[src/include/sdram_slice_pkg.sv]
/*
  package for the sdram protocol slice: command codes, burst modes, self-refresh
  states, exit delay counts, reset values and the write beat carrier.
  assumes a single 100 MHz core clock that samples every memory pin.
*/
package sdram_slice_pkg;
  // burst-length field of the burst mode register
  localparam logic [1:0] BL_FIXED_FULL = 2'h0;  // always eight beats
  localparam logic [1:0] BL_ON_THE_FLY = 2'h1;  // chosen per command
  localparam logic [1:0] BL_FIXED_CHOP = 2'h2;  // always four beats
  // address bit positions with a special meaning
  localparam int CHOP_SELECT_BIT = 12;
  localparam int PRECHARGE_ALL_BIT = 10;
  // beats per burst
  localparam logic [3:0] CHOP_BEATS = 4'h4;
  localparam logic [3:0] FULL_BEATS = 4'h8;
  // exit delays, counted in link clock rising edges
  localparam logic [9:0] SELF_REFRESH_EXIT_CYCLES = 10'h010;
  localparam logic [9:0] LOCKED_LOOP_EXIT_CYCLES = 10'h200;
  // values after reset
  localparam logic [7:0] BANKS_RST = 8'h00;
  localparam logic [9:0] EXIT_CNT_RST = 10'h000;
  localparam logic [3:0] BEATS_RST = 4'h0;
  // write fifo shape
  localparam int FIFO_DEPTH = 4;
  localparam logic [2:0] FIFO_CNT_RST = 3'h0;
  // command code as {row strobe, column strobe, write enable}, all active low
  typedef enum logic [2:0] {
    CMD_MODE = 3'b000, CMD_REFRESH = 3'b001, CMD_PRECHARGE = 3'b010,
    CMD_ACTIVATE = 3'b011, CMD_WRITE = 3'b100, CMD_READ = 3'b101,
    CMD_CALIBRATE = 3'b110, CMD_NOP = 3'b111
  } cmd_e;
  // self-refresh state
  typedef enum logic [1:0] {
    SR_RUN = 2'b00, SR_HOLD = 2'b01, SR_EXIT = 2'b10
  } sr_state_e;
  // one captured write beat
  typedef struct packed {
    logic [31:0] data;
    logic [3:0]  mask;
  } wr_beat_s;
  // every pin the slice samples
  typedef struct packed {
    logic        ck;
    logic        cke;
    logic        cs_n;
    logic [2:0]  cmd;
    logic [14:0] addr;
    logic [2:0]  ba;
    logic        strobe;
    wr_beat_s    beat;
  } pin_s;
endpackage

[src/design/sdram_slice.sv]
/*
  sdram protocol slice inside the memory device: command decode on the
  sampled command clock, burst chop selection, bank precharge, self-refresh
  entry and exit with delay-loop control, and strobe-edge write capture into a
  small fifo.
  assumes every memory pin is asynchronous to ref_clk_i and toggles slowly
  enough (command clock 125 ns) that 100 MHz sampling sees each level.
*/
// Function
// controller waits write-to-read delay after data
// burst field 10 forces four-beat chop
// field 01 with chop bit low chops
// data captured on strobe crossings, not clock
// controller drives write preamble on strobe
// controller holds strobe low for postamble
// precharge-all bit picks one or all banks
// precharged bank idle until activated again
// refresh with enable low enters self refresh
// loop off on entry, reset on exit
// first write 512 clocks after reference valid
// all banks precharged before self-refresh entry
// termination low before self-refresh entry
// stay in self refresh, ignore other inputs
// one internal refresh right at entry
// controller sends no-op after entry command
// controller respects minimum low and clock times
// only no-ops during exit delay
// calibration before commands needing locked loop
// exit delays count from first enable-high edge
// controller doubles refresh above 85 degrees
// self refresh above 85 needs temperature option
// automatic and extended bits never both set
// controller keeps timings as cycle counts

// fifo: shift register so the head is always a flip-flop
module beat_fifo
  import sdram_slice_pkg::*;
#(
  parameter int WIDTH = 36,
  parameter int DEPTH = 4
) (
  input  wire logic             ref_clk_i,
  input  wire logic             sys_rst_i,
  input  wire logic [WIDTH-1:0] in_data_i,
  input  wire logic             in_valid_i,
  output logic                  in_ready_o,
  output logic [WIDTH-1:0]      out_data_o,
  output logic                  out_valid_o,
  input  wire logic             out_ready_i
);
  logic [WIDTH-1:0] mem_ff [DEPTH];   // entry 0 is the head
  logic [2:0]       cnt_ff;           // words held
  logic [2:0]       nxt_cnt;
  wire              push_w = in_valid_i & in_ready_o;
  wire              pop_w = out_valid_o & out_ready_i;
  // one-hot-free count update, push and pop may coincide
  assign nxt_cnt = cnt_ff + {2'b00, push_w} - {2'b00, pop_w};
  // ready and valid track the count in flops, so outputs stay registered
  always_ff @(posedge ref_clk_i) begin
    if (sys_rst_i) begin
      cnt_ff <= FIFO_CNT_RST;
      in_ready_o <= 1'b1;
      out_valid_o <= 1'b0;
    end else begin
      cnt_ff <= nxt_cnt;
      in_ready_o <= (nxt_cnt != 3'(DEPTH));
      out_valid_o <= (nxt_cnt != 3'h0);
    end
  end
  // each slot shifts toward the head on pop and loads at the tail on push
  for (genvar i = 0; i < DEPTH; i++) begin : g_slot
    wire [2:0] tail_w = pop_w ? cnt_ff - 3'h1 : cnt_ff;
    wire [WIDTH-1:0] next_w = (i == DEPTH - 1) ? mem_ff[i] : mem_ff[(i + 1) % DEPTH];
    always_ff @(posedge ref_clk_i) begin
      if (push_w && tail_w == 3'(i)) begin
        mem_ff[i] <= in_data_i;
      end else if (pop_w) begin
        mem_ff[i] <= next_w;
      end
    end
  end
  assign out_data_o = mem_ff[0];
endmodule

module sdram_slice
  import sdram_slice_pkg::*;
(
  input  wire logic        ref_clk_i,
  input  wire logic        sys_rst_i,
  input  wire logic        cmd_clock_i,           // sampled command clock
  input  wire logic        clock_enable_i,
  input  wire logic        chip_select_n_i,
  input  wire logic        row_strobe_n_i,
  input  wire logic        col_strobe_n_i,
  input  wire logic        write_enable_n_i,
  input  wire logic [14:0] address_i,
  input  wire logic [2:0]  bank_i,
  input  wire logic [1:0]  burst_mode_i,          // burst mode register field
  input  wire logic        data_strobe_true_i,
  input  wire logic [31:0] data_i,
  input  wire logic [3:0]  data_mask_i,
  input  wire logic        beat_ready_i,
  output logic [7:0]       bank_open_o,
  output logic             burst_chop_o,
  output logic             self_refresh_o,
  output logic             dll_enable_o,
  output logic             dll_reset_o,
  output logic             internal_refresh_o,
  output logic             exit_ready_o,
  output logic             dll_ready_o,
  output logic             idle_access_err_o,
  output logic             wr_overrun_o,
  output wr_beat_s         beat_o,
  output logic             beat_valid_o
);
  pin_s       pin_raw;                    // pins gathered
  pin_s       meta_ff;                    // first sync stage
  pin_s       pin_ff;                     // second sync stage, safe to read
  logic       ck_prev_ff;                 // last sampled clock level
  logic       strobe_prev_ff;             // last sampled strobe level
  logic [1:0] mode_meta_ff;               // mode field, first stage
  logic [1:0] mode_ff;                    // mode field, second stage
  sr_state_e  sr_ff;                      // self-refresh state
  sr_state_e  nxt_sr;
  logic [9:0] exit_cnt_ff;                // edges since exit began
  logic       wr_armed_ff;                // write seen, waiting for data
  logic [3:0] beats_left_ff;              // beats still to capture
  logic       fifo_ready;

  assign pin_raw = '{ck: cmd_clock_i, cke: clock_enable_i, cs_n: chip_select_n_i,
                     cmd: {row_strobe_n_i, col_strobe_n_i, write_enable_n_i},
                     addr: address_i, ba: bank_i, strobe: data_strobe_true_i,
                     beat: '{data: data_i, mask: data_mask_i}};

  // two-flop synchroniser; the first stage feeds only the second
  always_ff @(posedge ref_clk_i) begin
    meta_ff <= pin_raw;
    pin_ff <= meta_ff;
    mode_meta_ff <= burst_mode_i;
    mode_ff <= mode_meta_ff;
  end

  // edge finders on the synchronised clock and strobe
  always_ff @(posedge ref_clk_i) begin
    if (sys_rst_i) begin
      ck_prev_ff <= 1'b0;
      strobe_prev_ff <= 1'b1;   // idle strobe is high, so no false edge
    end else begin
      ck_prev_ff <= pin_ff.ck;
      strobe_prev_ff <= pin_ff.strobe;
    end
  end

  // command decode, taken on the sampled clock's rising edge
  wire  ck_rise_w = pin_ff.ck & ~ck_prev_ff;
  wire  strobe_edge_w = pin_ff.strobe ^ strobe_prev_ff;
  wire  strobe_rise_w = pin_ff.strobe & ~strobe_prev_ff;
  cmd_e cmd_w;
  assign cmd_w = pin_ff.cs_n ? CMD_NOP : cmd_e'(pin_ff.cmd);
  // commands only count outside self refresh, or once the exit delay is over
  // inputs ignored
  wire  live_w = (sr_ff == SR_RUN) || (sr_ff == SR_EXIT && exit_ready_o);
  wire  take_w = ck_rise_w & live_w;
  wire  is_act_w = take_w & (cmd_w == CMD_ACTIVATE);
  wire  is_pre_w = take_w & (cmd_w == CMD_PRECHARGE);
  wire  is_rw_w = take_w & (cmd_w == CMD_READ || cmd_w == CMD_WRITE);
  wire  is_wr_w = take_w & (cmd_w == CMD_WRITE);
  // refresh with enable low
  wire  sr_entry_w = take_w & (cmd_w == CMD_REFRESH) & ~pin_ff.cke;
  // first edge with enable high
  wire  sr_exit_w = ck_rise_w & (sr_ff == SR_HOLD) & pin_ff.cke;

  // fixed chop
  wire  fixed_chop_w = (mode_ff == BL_FIXED_CHOP);
  // on-the-fly chop
  wire  otf_chop_w = (mode_ff == BL_ON_THE_FLY) & ~pin_ff.addr[CHOP_SELECT_BIT];
  wire  chop_w = fixed_chop_w | otf_chop_w;

  // one bank or all banks
  wire  [7:0] bank_sel_w = 8'h01 << pin_ff.ba;
  wire  [7:0] pre_mask_w = pin_ff.addr[PRECHARGE_ALL_BIT] ? 8'hFF : bank_sel_w;

  // bank state, open on activate, idle after precharge
  always_ff @(posedge ref_clk_i) begin
    if (sys_rst_i) begin
      bank_open_o <= BANKS_RST;
    end else if (is_pre_w) begin
      // precharged bank idle
      bank_open_o <= bank_open_o & ~pre_mask_w;
    end else if (is_act_w) begin
      bank_open_o <= bank_open_o | bank_sel_w;
    end
  end

  // access to an idle bank is a sticky fault for software to see
  always_ff @(posedge ref_clk_i) begin
    if (sys_rst_i) begin
      idle_access_err_o <= 1'b0;
      burst_chop_o <= 1'b0;
    end else if (is_rw_w) begin
      // read or write to idle bank
      idle_access_err_o <= idle_access_err_o | ~|(bank_open_o & bank_sel_w);
      burst_chop_o <= chop_w;
    end
  end

  // self-refresh next state
  always_comb begin
    nxt_sr = sr_ff;
    case (sr_ff)
      SR_RUN: begin
        if (sr_entry_w) nxt_sr = SR_HOLD;
      end
      SR_HOLD: begin
        // held while enable low
        if (sr_exit_w) nxt_sr = SR_EXIT;
      end
      SR_EXIT: begin
        // re-entry allowed once the short exit delay is done
        if (sr_entry_w) nxt_sr = SR_HOLD;
        else if (dll_ready_o) nxt_sr = SR_RUN;
      end
      default: nxt_sr = SR_RUN;
    endcase
  end

  // self-refresh state, loop control and the internal refresh
  always_ff @(posedge ref_clk_i) begin
    if (sys_rst_i) begin
      sr_ff <= SR_RUN;
      dll_enable_o <= 1'b1;
      dll_reset_o <= 1'b0;
      internal_refresh_o <= 1'b0;
      self_refresh_o <= 1'b0;
    end else begin
      sr_ff <= nxt_sr;
      self_refresh_o <= (nxt_sr == SR_HOLD);
      // loop off in, reset out
      dll_enable_o <= (nxt_sr != SR_HOLD);
      dll_reset_o <= sr_exit_w;
      // refresh at entry, well inside the minimum enable pulse
      internal_refresh_o <= sr_entry_w;
    end
  end

  // exit delays on link clock edges; the counter saturates at the longer one
  // counted from the exit edge
  always_ff @(posedge ref_clk_i) begin
    if (sys_rst_i || sr_ff != SR_EXIT) begin
      exit_cnt_ff <= EXIT_CNT_RST;
    end else if (ck_rise_w && !dll_ready_o) begin
      exit_cnt_ff <= exit_cnt_ff + 10'h001;
    end
  end

  // ready flags: the loop flag also stands in normal running
  always_ff @(posedge ref_clk_i) begin
    if (sys_rst_i) begin
      exit_ready_o <= 1'b1;
      dll_ready_o <= 1'b1;
    end else begin
      exit_ready_o <= (nxt_sr == SR_RUN) ||
                      (sr_ff == SR_EXIT && exit_cnt_ff >= SELF_REFRESH_EXIT_CYCLES);
      dll_ready_o <= (nxt_sr == SR_RUN) ||
                     (sr_ff == SR_EXIT && exit_cnt_ff >= LOCKED_LOOP_EXIT_CYCLES);
    end
  end

  // write capture: arm on the command, skip the preamble falling edge,
  // then take one beat per strobe crossing
  // strobe crossings
  wire  start_w = wr_armed_ff & strobe_rise_w;
  wire  capture_w = start_w | ((beats_left_ff != BEATS_RST) & strobe_edge_w);
  always_ff @(posedge ref_clk_i) begin
    if (sys_rst_i) begin
      wr_armed_ff <= 1'b0;
      beats_left_ff <= BEATS_RST;
    end else if (is_wr_w) begin
      wr_armed_ff <= 1'b1;
      beats_left_ff <= BEATS_RST;
    end else if (start_w) begin
      wr_armed_ff <= 1'b0;
      beats_left_ff <= (burst_chop_o ? CHOP_BEATS : FULL_BEATS) - 4'h1;
    end else if (capture_w) begin
      beats_left_ff <= beats_left_ff - 4'h1;
    end
  end

  // the pins cannot be stalled, so a full fifo is reported as a sticky overrun
  always_ff @(posedge ref_clk_i) begin
    if (sys_rst_i) begin
      wr_overrun_o <= 1'b0;
    end else begin
      wr_overrun_o <= wr_overrun_o | (capture_w & ~fifo_ready);
    end
  end

  beat_fifo #(.WIDTH($bits(wr_beat_s)), .DEPTH(FIFO_DEPTH)) u_fifo (
    .ref_clk_i   (ref_clk_i),
    .sys_rst_i   (sys_rst_i),
    .in_data_i   (pin_ff.beat),
    .in_valid_i  (capture_w),
    .in_ready_o  (fifo_ready),
    .out_data_o  (beat_o),
    .out_valid_o (beat_valid_o),
    .out_ready_i (beat_ready_i)
  );
endmodule

[config.mk]
export PLATFORM = sky130hd
export DESIGN_NAME = sdram_slice
export DESIGN_NICKNAME = d
export VERILOG_FILES = /design/src/include/sdram_slice_pkg.sv /design/src/design/sdram_slice.sv
export SDC_FILE = /design/constraint.sdc
export NUM_CORES = 1
export LEC_CHECK = 0
export ABC_AREA = 1
export BUFFER_PORTS_ARGS = -buffer_cell sky130_fd_sc_hd__buf_2
export CAP_MARGIN = 20
export CORE_MARGIN = 3
export CORE_UTILIZATION = 30
export DETAILED_ROUTE_END_ITERATION = 6
export HOLD_SLACK_MARGIN = 0.12
export SLEW_MARGIN = 10
export SYNTH_ARGS = -nofsm -noshare
export SYNTH_HDL_FRONTEND = slang
export SYNTH_HIERARCHICAL = 1
export SYNTH_SLANG_ARGS = --single-unit
[constraint.sdc]
create_clock -name ref_clk_i -period 5.1 [get_ports ref_clk_i]
set_input_delay 0.51 -clock ref_clk_i [delete_from_list [all_inputs] [get_ports ref_clk_i]]
set_output_delay 0.51 -clock ref_clk_i [all_outputs]
set_load 0.01 [all_outputs]
==> metrics.md <==
| Metric | Value |
|---|---|
| Setup bufs post-CTS | 0 |
| Nets | 1169 |
| Vias in the first global route | 6635 |
| Maximum vdd drop | 0.289 mV |
| Final Instance Area | 0.0130 mm^2 |
| Most common cell after layout, fill and taps aside | nand2_1 |
| Fin crit share | 0.648 |
| Critical path class | reg2reg |
| Max-slew headroom | 0.339 |
| DR pass1 iterations | 5 |
| R2R Path End | u_fifo/mem_ff[1][10]$_DFFE_PP_ |
| Worst setup EP type | register |
| Std cell rows | between 60 and 70 |
| Max FO, Critical Path | 38 |
| Syn Std Cell Area | 0.0105 mm^2 |
| Number of H-tree levels | 2 |
| Crit path DAT | about 3300 ps |
| Synth async-reset ratio | 0 |
| Synth Area per Inst | 11.2 um^2 |
| CP startpoint kind | register |
| CTS tree | done |
| Yosys cell types | 39 |
| Routed Antenna Nets | 0 |
| Die Width | 193 um |
| Most common flop cell mapped by yosys | edfxtp_1 |
| Dpl ws | ~1700 ps |
| Grt ovf | 0 |
| EDFF count, synth | 144 |
| Synth warn | 6 |
| Routed WL per cell | 13.5 um |
| Least-Margin Pin Slew | 989 ps |
| Post-cts gate resize count | 0 |
| Slew Viols, Final | 0 |
| Hold Crit Depth | 0 |
| # DRC | 0 |
| Leak | about 5.4 nW |
| Worst hold path class | reg2reg |
| CTS max path bufs | 3 |
| Clock transition at the registers of the reported paths | around 50 ps |
| Hold Path Sink | mode_ff[0]$_DFF_P_ |
| Net Count, Synth | 1013 |
| Final setup fails | 0 |
| Power Density | around 520 mW/mm^2 |
| Clock sink count | 285 |
| Reg2Reg Depth | 8 |
| Worst-Skew Late Latency | roughly 510 ps |
| Area Growth Syn to Fin | 23.5% |
| Final Critical Period | 3300 ps |
| Port buffer count | 106 |
| Post-CTS Hold Buffers | 50 |
| Tot GR Track Use | 0.111 |
| Initial antenna violation count | 0 |
| First-pass GRT wire length | 34200 um |
| Largest net degree at the start of global routing | 87 |
| Layout cell share with drive strength beyond 1 | 0.221 |
| Worst R2R Start | strobe_prev_ff$_SDFF_PP1_ |
| Drt via density | 4.35 |
| CTS Buf Count | 34 |
| Setup slack after layout | 1800 ps |
| Final GP Congestion | 0.798 |
| Hold_ws | 324 ps |
| Via count of the routed design | between 6k and 7k |
| Die height | about 190 um |
| Gate Count Post-Synth | 940 |
| Setup TNS | 0 ps |
| Fmax | between 300 and 400 MHz |
| Routed Wire Length | 21200 um |
| Antenna cells | 0 |
| Seq/Total Area, Yosys | 0.679 |
| DIE AREA | 0.0374 mm^2 |
| Final Hold Violating Endpoints | 0 |
| DPL Wire Length | between 10000 and 15000 um |
| Area after DPL | 0.0114 mm^2 |
| Core area | between 0.03 and 0.04 mm^2 |
| WP data required | 5100 ps |
| Fillers | 3288 |
| Most frequent cells in the layout | nand2_1, edfxtp_1, dfxtp_1 |
| #FFs+latches synth | 285 |
| IO Pins | 120 |
| Core Util, Final | 0.382 |
| 1st-iter DRT viols | 353 |
| Root Buffer | clkbuf_16 |
| Min-delay src | mode_meta_ff[0]$_DFF_P_ |
| Max_cap viols | 0 |
| Status | completed |
| RSZ-0062 raised after global routing | false |
| Starting density of the core | 0.309 |
| Reg-to-reg slack, setup | between 1500 and 2000 ps |
| Skew final | 20.0 ps |
## report_power, final
group | internal (mW) | switching, mW
logic | 0.392 | 0.896
clock network | 1.49 | 0.920
registers | 2.93 | 0.140
total | 4.81 | 1.96
## registers in the layout, indices dropped and copies added, names as in the netlist, 2 cells and up
signal / cells
u_fifo/mem_ff: 144
meta_ff: 48
pin_ff: 48
exit_cnt_ff: 10
bank_open_o: 8
beats_left_ff: 4
u_fifo/cnt_ff: 3
mode_ff: 2
mode_meta_ff: 2
sr_ff: 2
## cells by family after synthesis
logic type                 synth area share
adders and majority gates           0.00903
buffers and inverters                0.0455
and+or+nand+nor                       0.239
AOI/OAI and AO/OA                    0.0246
xor gates and xnor gates            0.00333
DFF                                   0.679
## cell type report
cell class	count	area, um^2	share of cell area
Sequential cell	285	7150	0.550
Multi-Input combinational cell	564	2910	0.224
Timing Repair Buffer	158	1070	0.0820
Clock buffer	42	881	0.0678
Tap cell	448	561	0.0431
Clock inverter	18	233	0.0179
Inverter	53	201	0.0155
## Yosys cell counts (8+ instances only)
| library cell | count | area [um^2] |
|---|---|---|
| edfxtp_1 | 144 | 4320 |
| buf_6 | 10 | 113 |
| buf_2 | 18 | 90.1 |
| dfxtp_1 | 141 | 2820 |
| inv_1 | 51 | 191 |
| nand3_1 | 89 | 445 |
| nand2_1 | 294 | 1100 |
| o21ai_0 | 10 | 50.1 |
| nand2_4 | 8 | 90.1 |
| o21bai_2 | 8 | 90.1 |
| a21oi_1 | 16 | 80.1 |
| nand4_1 | 10 | 62.6 |
| nor2_2 | 8 | 50.1 |
| nand3_2 | 45 | 450 |
| nor2_1 | 37 | 139 |
## worst max path at each step
stage,from,to,slack [ps]
2_1_floorplan,strobe_prev_ff$_SDFF_PP1_,u_fifo/mem_ff[1][0]$_DFFE_PP_,2390
3_3_place_gp,beat_ready_i,u_fifo/mem_ff[1][18]$_DFFE_PP_,1790
3_5_place_dp,beat_ready_i,u_fifo/mem_ff[1][18]$_DFFE_PP_,1730
4_1_cts,strobe_prev_ff$_SDFF_PP1_,u_fifo/mem_ff[1][10]$_DFFE_PP_,1740
5_1_grt,pin_ff[36]$_DFF_P_,u_fifo/mem_ff[1][10]$_DFFE_PP_,1520
6_report,strobe_prev_ff$_SDFF_PP1_,u_fifo/mem_ff[1][10]$_DFFE_PP_,1800
## through the flow
stage,power [mW],std cells
after floorplan,4.06,940
after global placement,4.35,1457
after detailed placement,4.40,1457
after CTS,6.89,1567
after global routing,7.15,1568
final,6.77,1568
## routing by layer
metal	wire, um	track usage	share of wire
met4	587	0.0410	0.028
met3	1160	0.0266	0.055
met5	0	0	0
met1	9380	0.138	0.44
met2	10100	0.188	0.48
## worst max-delay path, stage by stage (launching register included)
cell and delay, ps:
dfxtp_1 300, inv_1 40, ha_1 200, nand2_1 210, nand2_1 230, nand2_1 280, nor2_4 90, nand2_2 620
nand2_2 810
Note: power is estimated with default switching activity, not from simulation.
